File: src/shared/addr_decode_pkg.sv
// Purpose: Constants and carrier types for the host-side address decode glue.
// Assumes: 16-bit multiplexed address/data host bus, one system clock.
// Notes:   Overview and numbering of the decode behaviour follow.
// Overview of operation
// - Full mode: latched address bits 15..8 must equal jumper value, default 02H.
// - Line decoder selects on latched address bits 5 to 7.
// - First decoder output drives active-low chip select for 0200H-021FH.
// - Address bits 1 to 4 pass straight to the chip register select.
// - In 16-bit access the chip's lowest address input is held low.
// - With external latches the chip's latch enable is held high.
// - Chip interrupt request is routed to one host external interrupt line.
// - Minimal mode: decoder enabled only while muxed line nine is one.
// - Minimal mode: decoder also requires muxed line fifteen to be zero.
// - Minimal mode register address pattern is 0XXX,XX1X,000P,PPP0.
// - Other decoder outputs may select further self-latching peripherals.
// - 8-bit mode: lowest address bit picks byte; ignored in 16-bit mode.
package addr_decode_pkg;

  localparam int          ADDR_W          = 16;
  localparam int          SEL_W           = 3;
  localparam int          DEC_OUTS        = 8;
  localparam int          REG_SEL_W       = 4;
  localparam logic [7:0]  RANGE_DEFAULT   = 8'h02;
  // Field positions on the host address
  localparam int          HI_BYTE_MSB     = 15;
  localparam int          HI_BYTE_LSB     = 8;
  localparam int          LINE_SEL_MSB    = 7;
  localparam int          LINE_SEL_LSB    = 5;
  localparam int          REG_SEL_MSB     = 4;
  localparam int          REG_SEL_LSB     = 1;
  localparam int          BYTE_SEL_BIT    = 0;
  localparam int          LINE_NINE_BIT   = 9;
  localparam int          LINE_FIFTEEN_BIT = 15;
  localparam logic [2:0]  CHIP_LINE       = 3'h0;
  // Decoded block and chip window, kept for reference; nothing in the project uses them
  localparam logic [15:0] BLOCK_BASE      = 16'h0200;
  localparam logic [15:0] BLOCK_LAST      = 16'h021F;
  localparam logic [15:0] CHIP_LAST       = 16'h021B;

  typedef enum logic [1:0] {
    MODE_FULL    = 2'b01,
    MODE_MINIMAL = 2'b10
  } decode_mode_t;

  // Host bus sample as seen on the pins
  typedef struct packed {
    logic [ADDR_W-1:0] addr_data;
    logic              latch_en;
    logic              rd_n;
    logic              wr_n;
  } host_bus_t;

  // Signals presented to the acquisition chip port
  typedef struct packed {
    logic                 chip_sel_n;
    logic                 chip_latch_en;
    logic [REG_SEL_W-1:0] reg_sel;
    logic                 byte_sel;
    logic                 rd_n;
    logic                 wr_n;
  } chip_port_t;

endpackage

File: src/rtl/host_address_decoder.sv
// Purpose: Host-side glue that decodes a multiplexed host bus into chip select,
//          register select and strobes for an acquisition chip and peers.
// Assumes: Host pins are asynchronous to clk_sys and pass three flops here.
// Notes:   Full or minimal decoding chosen by a static mode input.
module host_address_decoder
  import addr_decode_pkg::*;
#(
  parameter logic [7:0] RANGE_SEL_DEFAULT = RANGE_DEFAULT
) (
  input  wire logic                       clk_sys,
  input  wire logic                       reset_n,
  input  wire addr_decode_pkg::decode_mode_t decode_mode,
  input  wire logic                       bus_width_select,
  input  wire logic [7:0]                 range_select_jumpers,
  input  wire logic                       range_use_default,
  input  wire addr_decode_pkg::host_bus_t host_bus,
  input  wire logic                       chip_irq_n,
  output addr_decode_pkg::chip_port_t     chip_port,
  output logic                            host_external_irq_line,
  output logic [DEC_OUTS-2:0]             peripheral_sel_n
);
  import addr_decode_pkg::*;

  localparam int HB_W = $bits(host_bus_t);

  // Three-stage synchronisers for the host bus and the chip interrupt
  host_bus_t hb_s1_r, hb_s2_r, hb_s3_r;
  logic      irq_s1_r, irq_s2_r, irq_s3_r;
  host_bus_t hb_r;          // Agreed host bus value
  logic      irq_r;

  always_ff @(posedge clk_sys)
  begin
    if (!reset_n)
    begin
      hb_s1_r  <= HB_W'(0) | host_bus_t'({16'h0000, 1'b0, 1'b1, 1'b1});
      hb_s2_r  <= host_bus_t'({16'h0000, 1'b0, 1'b1, 1'b1});
      hb_s3_r  <= host_bus_t'({16'h0000, 1'b0, 1'b1, 1'b1});
      irq_s1_r <= 1'b1;
      irq_s2_r <= 1'b1;
      irq_s3_r <= 1'b1;
    end
    else
    begin
      hb_s1_r  <= host_bus;
      hb_s2_r  <= hb_s1_r;
      hb_s3_r  <= hb_s2_r;
      irq_s1_r <= chip_irq_n;
      irq_s2_r <= irq_s1_r;
      irq_s3_r <= irq_s2_r;
    end
  end

  // A change counts only once the second and third stages agree
  always_ff @(posedge clk_sys)
  begin
    if (!reset_n)
    begin
      hb_r  <= host_bus_t'({16'h0000, 1'b0, 1'b1, 1'b1});
      irq_r <= 1'b1;
    end
    else
    begin
      if (hb_s2_r == hb_s3_r)
        hb_r <= hb_s3_r;
      if (irq_s2_r == irq_s3_r)
        irq_r <= irq_s3_r;
    end
  end

  // Full mode keeps its own address latch, loaded while host latch enable is high
  logic [ADDR_W-1:0] addr_latch_r;
  always_ff @(posedge clk_sys)
  begin
    if (!reset_n)
      addr_latch_r <= 16'h0000;
    else if (hb_r.latch_en)
      addr_latch_r <= hb_r.addr_data;
  end

  // Jumper compare value, caught after reset release rather than under reset
  logic [7:0] range_r;
  always_ff @(posedge clk_sys)
  begin
    if (!reset_n)
      range_r <= RANGE_SEL_DEFAULT;
    else
      range_r <= range_use_default ? RANGE_SEL_DEFAULT : range_select_jumpers;
  end

  // Address used for decoding: latched copy in full mode, live bus in minimal
  // mode where the chip itself latches on its own latch enable.
  logic [ADDR_W-1:0] dec_addr;
  logic              dec_enable;
  logic              is_full;

  always_comb
  begin
    is_full = (decode_mode == MODE_FULL);
    if (is_full)
    begin
      dec_addr   = addr_latch_r;
      // Upper byte must match the jumpers exactly; anything else keeps all
      // decoder outputs high so no stray access reaches the chip.
      dec_enable = (addr_latch_r[HI_BYTE_MSB:HI_BYTE_LSB] == range_r);
    end
    else
    begin
      dec_addr   = hb_r.addr_data;
      // Line nine high avoids internal RAM, line fifteen low avoids internal ROM
      dec_enable = hb_r.addr_data[LINE_NINE_BIT]
                   && !hb_r.addr_data[LINE_FIFTEEN_BIT];
    end
  end

  // Line decoder: first output to the chip, the rest to further peripherals
  logic [DEC_OUTS-1:0] dec_sel_n;

  line_decoder #(
    .OUTS (DEC_OUTS),
    .SW   (SEL_W)
  ) u_line_decoder (
    .clk_sys (clk_sys),
    .reset_n (reset_n),
    .enable  (dec_enable),
    .select  (dec_addr[LINE_SEL_MSB:LINE_SEL_LSB]),
    .sel_n_r (dec_sel_n)
  );

  // Register select, byte select and strobes aligned with the decoder delay
  logic [REG_SEL_W-1:0] reg_sel_r;
  logic                 byte_sel_r;
  logic                 rd_n_r, wr_n_r, le_r;

  always_ff @(posedge clk_sys)
  begin
    if (!reset_n)
    begin
      reg_sel_r  <= '0;
      byte_sel_r <= 1'b0;
      rd_n_r     <= 1'b1;
      wr_n_r     <= 1'b1;
      le_r       <= 1'b1;
    end
    else
    begin
      reg_sel_r  <= dec_addr[REG_SEL_MSB:REG_SEL_LSB];
      // Lowest bit only matters in 8-bit width; 16-bit access ties it low
      byte_sel_r <= bus_width_select ? 1'b0 : dec_addr[BYTE_SEL_BIT];
      // Hold strobes off until chip select has been settled one cycle,
      // giving chip select lead time over the read and write edges.
      rd_n_r     <= hb_r.rd_n || dec_sel_n[CHIP_LINE];
      wr_n_r     <= hb_r.wr_n || dec_sel_n[CHIP_LINE];
      le_r       <= is_full ? 1'b1 : hb_r.latch_en;
    end
  end

  // Outputs to the chip port, the interrupt line and the peripherals
  always_ff @(posedge clk_sys)
  begin
    if (!reset_n)
    begin
      chip_port              <= chip_port_t'({1'b1, 1'b1, 4'h0, 1'b0, 1'b1, 1'b1});
      host_external_irq_line <= 1'b1;
      peripheral_sel_n       <= '1;
    end
    else
    begin
      chip_port.chip_sel_n    <= dec_sel_n[CHIP_LINE];
      chip_port.chip_latch_en <= le_r;
      chip_port.reg_sel       <= reg_sel_r;
      chip_port.byte_sel      <= byte_sel_r;
      // Gate again with the live select so a strobe never outlasts chip select
      chip_port.rd_n          <= rd_n_r || dec_sel_n[CHIP_LINE];
      chip_port.wr_n          <= wr_n_r || dec_sel_n[CHIP_LINE];
      host_external_irq_line  <= irq_r;
      peripheral_sel_n        <= dec_sel_n[DEC_OUTS-1:1];
    end
  end

endmodule // host_address_decoder

File: src/rtl/line_decoder.sv
// Purpose: Registered 3-to-8 line decoder with enable, active-low outputs.
// Assumes: Select and enable are already in the clk_sys domain.
// Notes:   All outputs high when disabled, so no peripheral is selected.
module line_decoder #(
  parameter int OUTS = 8,
  parameter int SW   = 3
) (
  input  wire logic          clk_sys,
  input  wire logic          reset_n,
  input  wire logic          enable,
  input  wire logic [SW-1:0] select,
  output logic [OUTS-1:0]    sel_n_r
);

  // One output low per select code while enabled
  generate
    for (genvar i = 0; i < OUTS; i++)
    begin : g_out
      always_ff @(posedge clk_sys)
      begin
        if (!reset_n)
          sel_n_r[i] <= 1'b1;
        else
          sel_n_r[i] <= !(enable && (select == SW'(i)));
      end
    end
  endgenerate

endmodule // line_decoder

File: config.mk
export PLATFORM = sky130hd
export DESIGN_NAME = host_address_decoder
export DESIGN_NICKNAME = d
export VERILOG_FILES = /design/src/shared/addr_decode_pkg.sv /design/src/rtl/host_address_decoder.sv /design/src/rtl/line_decoder.sv
export SDC_FILE = /design/constraint.sdc
export NUM_CORES = 1
export LEC_CHECK = 0
export BUFFER_PORTS_ARGS = -buffer_cell sky130_fd_sc_hd__buf_2
export CAP_MARGIN = 0
export CORE_ASPECT_RATIO = 0.6
export CORE_UTILIZATION = 44
export DETAILED_ROUTE_END_ITERATION = 12
export PLACE_DENSITY = 0.72
export SLEW_MARGIN = 40
export SYNTH_ARGS = -nofsm -noshare
export SYNTH_HDL_FRONTEND = slang
export SYNTH_SLANG_ARGS = --single-unit
File: constraint.sdc
create_clock -name clk_sys -period 2.1 [get_ports clk_sys]
set_clock_uncertainty 0.2 [all_clocks]
set_input_delay 0.315 -clock clk_sys [delete_from_list [all_inputs] [get_ports clk_sys]]
set_output_delay 0.315 -clock clk_sys [all_outputs]
set_load 0.01 [all_outputs]
Word level (Yosys, flattened, before mapping)
Cells that the tools add are included.
{"block": "op_classes", "bitwise_logic": 1, "reduce_logical": 26, "muxes": 2, "eq_ne": 11}
{"operator": "19-bit == test", "n": 1}
{"operator": "3-bit == test, second input constant", "n": 4}
{"operator": "1-bit logical AND", "n": 9}
{"operator": "1-bit logical NOT", "n": 9}
{"operator": "8-bit == test", "n": 1}
{"operator": "8-bit two-way mux", "n": 1}
{"operator": "3-bit by 2-bit == test with 1-bit output, second input constant", "n": 2}
{"operator": "2-bit OR reduction", "n": 3}
{"operator": "1-bit logical OR", "n": 4}
{"operator": "3-bit by 1-bit == test with 1-bit output, second input constant", "n": 1}
{"operator": "3-bit logical NOT", "n": 1}
{"operator": "2-bit by 1-bit == test with 1-bit output, second input constant", "n": 1}
{"operator": "1-bit == test", "n": 1}
{"operator": "1-bit two-way mux", "n": 1}
{"operator": "1-bit NOT", "n": 1}
{"block": "word_totals", "word_cells": 83, "output_inout_bits": 17, "register_bits": 137, "in_bits": 34}

Depth between registers and ports, before layout
{"block": "logic_depth", "depth_word": 5, "depth_mapped": 7, "ltp_nobuf": 5}

Hierarchy
Synthesis repeated with hierarchy kept, for this count alone.
{"block": "hier_totals", "cells_unflattened": 404, "area_unflattened_um2": 4551.9}
{"mod": "host_address_decoder", "instances": 1, "cells_per_inst": 382, "area_per_inst_um2": 4314.1}
{"mod": "line_decoder", "instances": 1, "cells_per_inst": 22, "area_per_inst_um2": 237.7}

Worst setup path after synthesis
No wires, ideal clock.
{"block": "synth_timing", "path_type": "register -> register", "startpoint": "reg hb_s3_r[4] (netlist bit)", "endpoint": "reg hb_r[10] (netlist bit)", "stages_incl_launch_ff": 8, "setup_slack_ps": 336, "path_buffers": 2, "setup_ps": 72, "synth_period_minus_slack_ps": 1764, "t_arrival_ps": 1492, "cell_sequence": "dfxtp_1 xor2_1 nor4_1 nand4_1 nor4_2 buf_6 buf_12 mux2i_1"}
{"block": "synth_between", "elab_chain_cells": 1}
{"item": "start, declared", "line_no": "host_address_decoder.sv:27", "text": "host_bus_t hb_s1_r, hb_s2_r, hb_s3_r;"}
{"item": "start signal, assigned", "line_no": "host_address_decoder.sv:38", "text": "hb_s3_r <= host_bus_t'({16'h0000, 1'b0, 1'b1, 1'b1});"}
{"item": "start signal, assigned", "line_no": "host_address_decoder.sv:47", "text": "hb_s3_r <= hb_s2_r;"}
{"item": "19-bit == test", "line_no": "host_address_decoder.sv:64", "text": "if (hb_s2_r == hb_s3_r)"}
{"item": "end signal, assigned", "line_no": "host_address_decoder.sv:59", "text": "hb_r <= host_bus_t'({16'h0000, 1'b0, 1'b1, 1'b1});"}
{"item": "end signal, assigned", "line_no": "host_address_decoder.sv:65", "text": "hb_r <= hb_s3_r;"}
{"item": "end, declared", "line_no": "host_address_decoder.sv:29", "text": "host_bus_t hb_r;"}
No other way between the ends.
A chain may end at the register's enable or synchronous reset.

Worst setup path in the final report
{"block": "layout_timing", "startpoint": "reg hb_s2_r[1] (netlist bit)", "endpoint": "reg hb_r[5] (netlist bit)"}
{"block": "layout_between", "elab_chain_cells": 1}
{"item": "start, declared", "line_no": "host_address_decoder.sv:27"}
{"item": "start signal, assigned", "line_no": "host_address_decoder.sv:37", "text": "hb_s2_r <= host_bus_t'({16'h0000, 1'b0, 1'b1, 1'b1});"}
{"item": "start signal, assigned", "line_no": "host_address_decoder.sv:46", "text": "hb_s2_r <= hb_s1_r;"}
{"item": "19-bit == test", "line_no": "host_address_decoder.sv:64"}
No other way between the ends.

==> run summary <==
Routed wire length: 7526 microns
DPL Wire Length: 4885 microns
Post-synth cell types: 29
Fin Setup TNS: 0 ns
Syn avg cell area: 11.01 sq um
I/O Buffers: 50
Yosys top cell by area: dfxtp_1
Synth top area share: 59.87%
CP startpoint kind: flip-flop
Highest clock rate: 522.7 MHz
Gp weighted congestion: 0.7498
Clock Path Buffers: 2
Final Util: 58.42%
Final hold violations: 0
Post-synthesis async set-or-reset flop share: 0%
Total core area: 9985 sq um
Clock power share: 49.3%
RSZ-0062 raised after global routing: false
H-tree Lvls: 4
Yosys reg bits: 137
DRT Pass-1 Iters: 4
Switch share: 19.97%
GRT Util Overall: 15.62%
Overflow after GRT: 0
Post-synth EDFFs: 0
Max Cap Viol: 0
Pre-CTS setup slack: 0.09426 ns
Clk slew on worst S/H paths: 0.05 ns
Largest net degree at the start of global routing: 48
DIE HEIGHT: 81.04 microns
Vias: 2,817
Lkg Pwr: 0.002365 uW
Gate power share: 4.0%
Worst Path Max Fanout: 7
Leading post-synthesis cells by cell area: dfxtp_1 (60%), and2_1 (8.6%), mux2i_1 (8.1%), xor2_1 (5.0%), nand2_1 (4.4%)
Post-route setup slack: 0.1869 ns
P_sw: 1146 uW
Via density: 4.334
Min Tclk post-route: 1.913 ns
I/O Pins: 51
Layout cells sized above 1: 17.67%
Setup violators final: 0
Max transition margin: 55.50%
Clock sink count: 137
Max VDD drop: 0.6320 mV
Initial DRC count: 149
Filler instances: 851
TritonCTS clock tree: built
Crit path required time: 2.23 ns
Layout Nets: 537
Worst skew pair latency: 0.41 ns
Arr. time, crit path: 2.05 ns
Vias in the first global route: 2,691
Worst slew pin tran: 0.6616 ns
Status: finished, final reports clean
Area Overhead vs Synth: 27.34%
# diodes: 0
Ys flop type: dfxtp_1
DRC: 0
Area of the mapped netlist: 4581 sq um
Worst Hold Class: in2reg
Initial Util: 45.88%
Slew Limit Fails: 0
Initial antenna violation count: 0
Row Count: 28
Clock Root Buffer: clkbuf_16
Sequential power share: 46.8%
Final hold slack: 0.005996 ns
Die Area: 10,840 sq um
Crit share post-route: 91.10%
Setup Fix Bufs, Post-CTS: 0
CTS Buf Count: 17
Die width: 133.7 microns
Mapped Nets: 450
Ys Warns: 0
Internal power: 4594 uW
Post-route ant nets: 0
Synth Instances: 416
Total power: 5740 uW
Pwr per Cell Area: 984.0 nW/um^2
First-pass GRT wire length: 12,650 microns
Crit end category: flip-flop
Register area share after synthesis: 59.87%
Wire length per cell: 11.58 microns
WS Path Type: reg2reg
==> final timing paths <==
kind	start	to	slack, ns	depth (start not counted)
max	hb_s2_r[1]	hb_r[5]	0.19	6
min	range_use_default	range_r[1]	0.006	3
max reg2reg	hb_s2_r[1]	hb_r[5]	0.19	6
min reg2reg	irq_s1_r	irq_s2_r	0.20	1
==> critical path: stages, from the launching register on <==
cell,delay [ns]
dfxtp_1,0.33
xor2_1,0.17
nor4_2,0.30
nand4_1,0.19
nor4_4,0.21
buf_4,0.24
mux2i_1,0.20
==> timing repair <==
item,4_1_cts,5_1_grt
resized for setup,0,2
endpoints found under the hold margin,36,0
hold buffers,30,0
endpoints found under the setup margin,0,9
==> through the flow <==
stage	cell area, sq um	instances
2_1_floorplan	4581	416
3_3_place_gp	4945	589
3_5_place_dp	4945	589
4_1_cts	5823	650
5_1_grt	5833	650
6_report	5833	650
==> placed cells by master (no fill, tap or decap), types with 2 or more instances in the layout <==
master	count
dfxtp_1	137
and2_1	63
nand2_1	54
buf_2	49
mux2i_1	37
dlygate4sd3_1	30
xor2_1	26
nand2b_1	24
nor2b_1	22
clkbuf_16	17
buf_4	9
clkbuf_8	6
nor4_1	5
nand3b_1	5
a21boi_0	4
nor3b_1	3
clkinvlp_4	3
nor2_1	2
nand3_1	2
clkinv_2	2
clkbuf_1	2
==> cells by family after synthesis <==
| group | share of synthesized area [%] |
|---|---|
| simple gates | 22.54 |
| flops | 59.87 |
| mux | 8.085 |
| xor+xnor | 5.327 |
| buf+inv | 3.005 |
| compound gates | 1.175 |
==> flip-flops by register name, summed over array words and instances (netlist names), 4 cells and up <==
signal	cells
hb_r	19
hb_s1_r	19
hb_s2_r	19
hb_s3_r	19
addr_latch_r	16
chip_port	9
range_r	8
u_line_decoder.sel_n_r	8
peripheral_sel_n	7
reg_sel_r	4
==> metal layers <==
layer  vias up  global-route usage (%)  wire length [microns]
met3         9                   5.431                    291
met4         0                   7.841                    107
met2        55                   23.26                   3076
met1      1261                   20.19                   4050
met5         -                       0                      0
li1       1492                       -                      -
==> power by group through the flow <==
| stage | sequential, uW | clock (uW) | combinational, uW |
|---|---|---|---|
| 6_report | 2680 | 2830 | 228 |
| 5_1_grt | 2690 | 3010 | 256 |
| 4_1_cts | 2680 | 2880 | 229 |
| 3_5_place_dp | 2740 | 0 | 185 |
| 3_3_place_gp | 2740 | 0 | 181 |
| 2_1_floorplan | 2730 | 0 | 130 |
==> cells in the mapped netlist, types with 2 or more instances <==
cell type       count
dfxtp_1           137
nand2b_1           24
nor3b_1             3
buf_6               2
xor2_1             26
dlymetal6s2s_1      2
nand3_1             2
clkbuf_1           13
nand2_1            54
nor2b_1            22
buf_2               2
nor4_1              6
a21boi_0            4
mux2i_1            37
nor2_1              2
and2_1             63
nand3b_1            5
==> area by class of cell <==
| class | count | area [sq um] | share of cell area, % |
|---|---|---|---|
| Clock inverter | 6 | 62.56 | 1.073 |
| Clock buffer | 25 | 515.5 | 8.837 |
| Inverter | 1 | 3.754 | 0.06435 |
| Multi-Input combinational cell | 257 | 1715 | 29.41 |
| Timing Repair Buffer | 89 | 624.3 | 10.70 |
| Tap cell | 135 | 168.9 | 2.896 |
| Sequential cell | 137 | 2743 | 47.02 |
No activity file was read; power rests on OpenSTA's default activity.
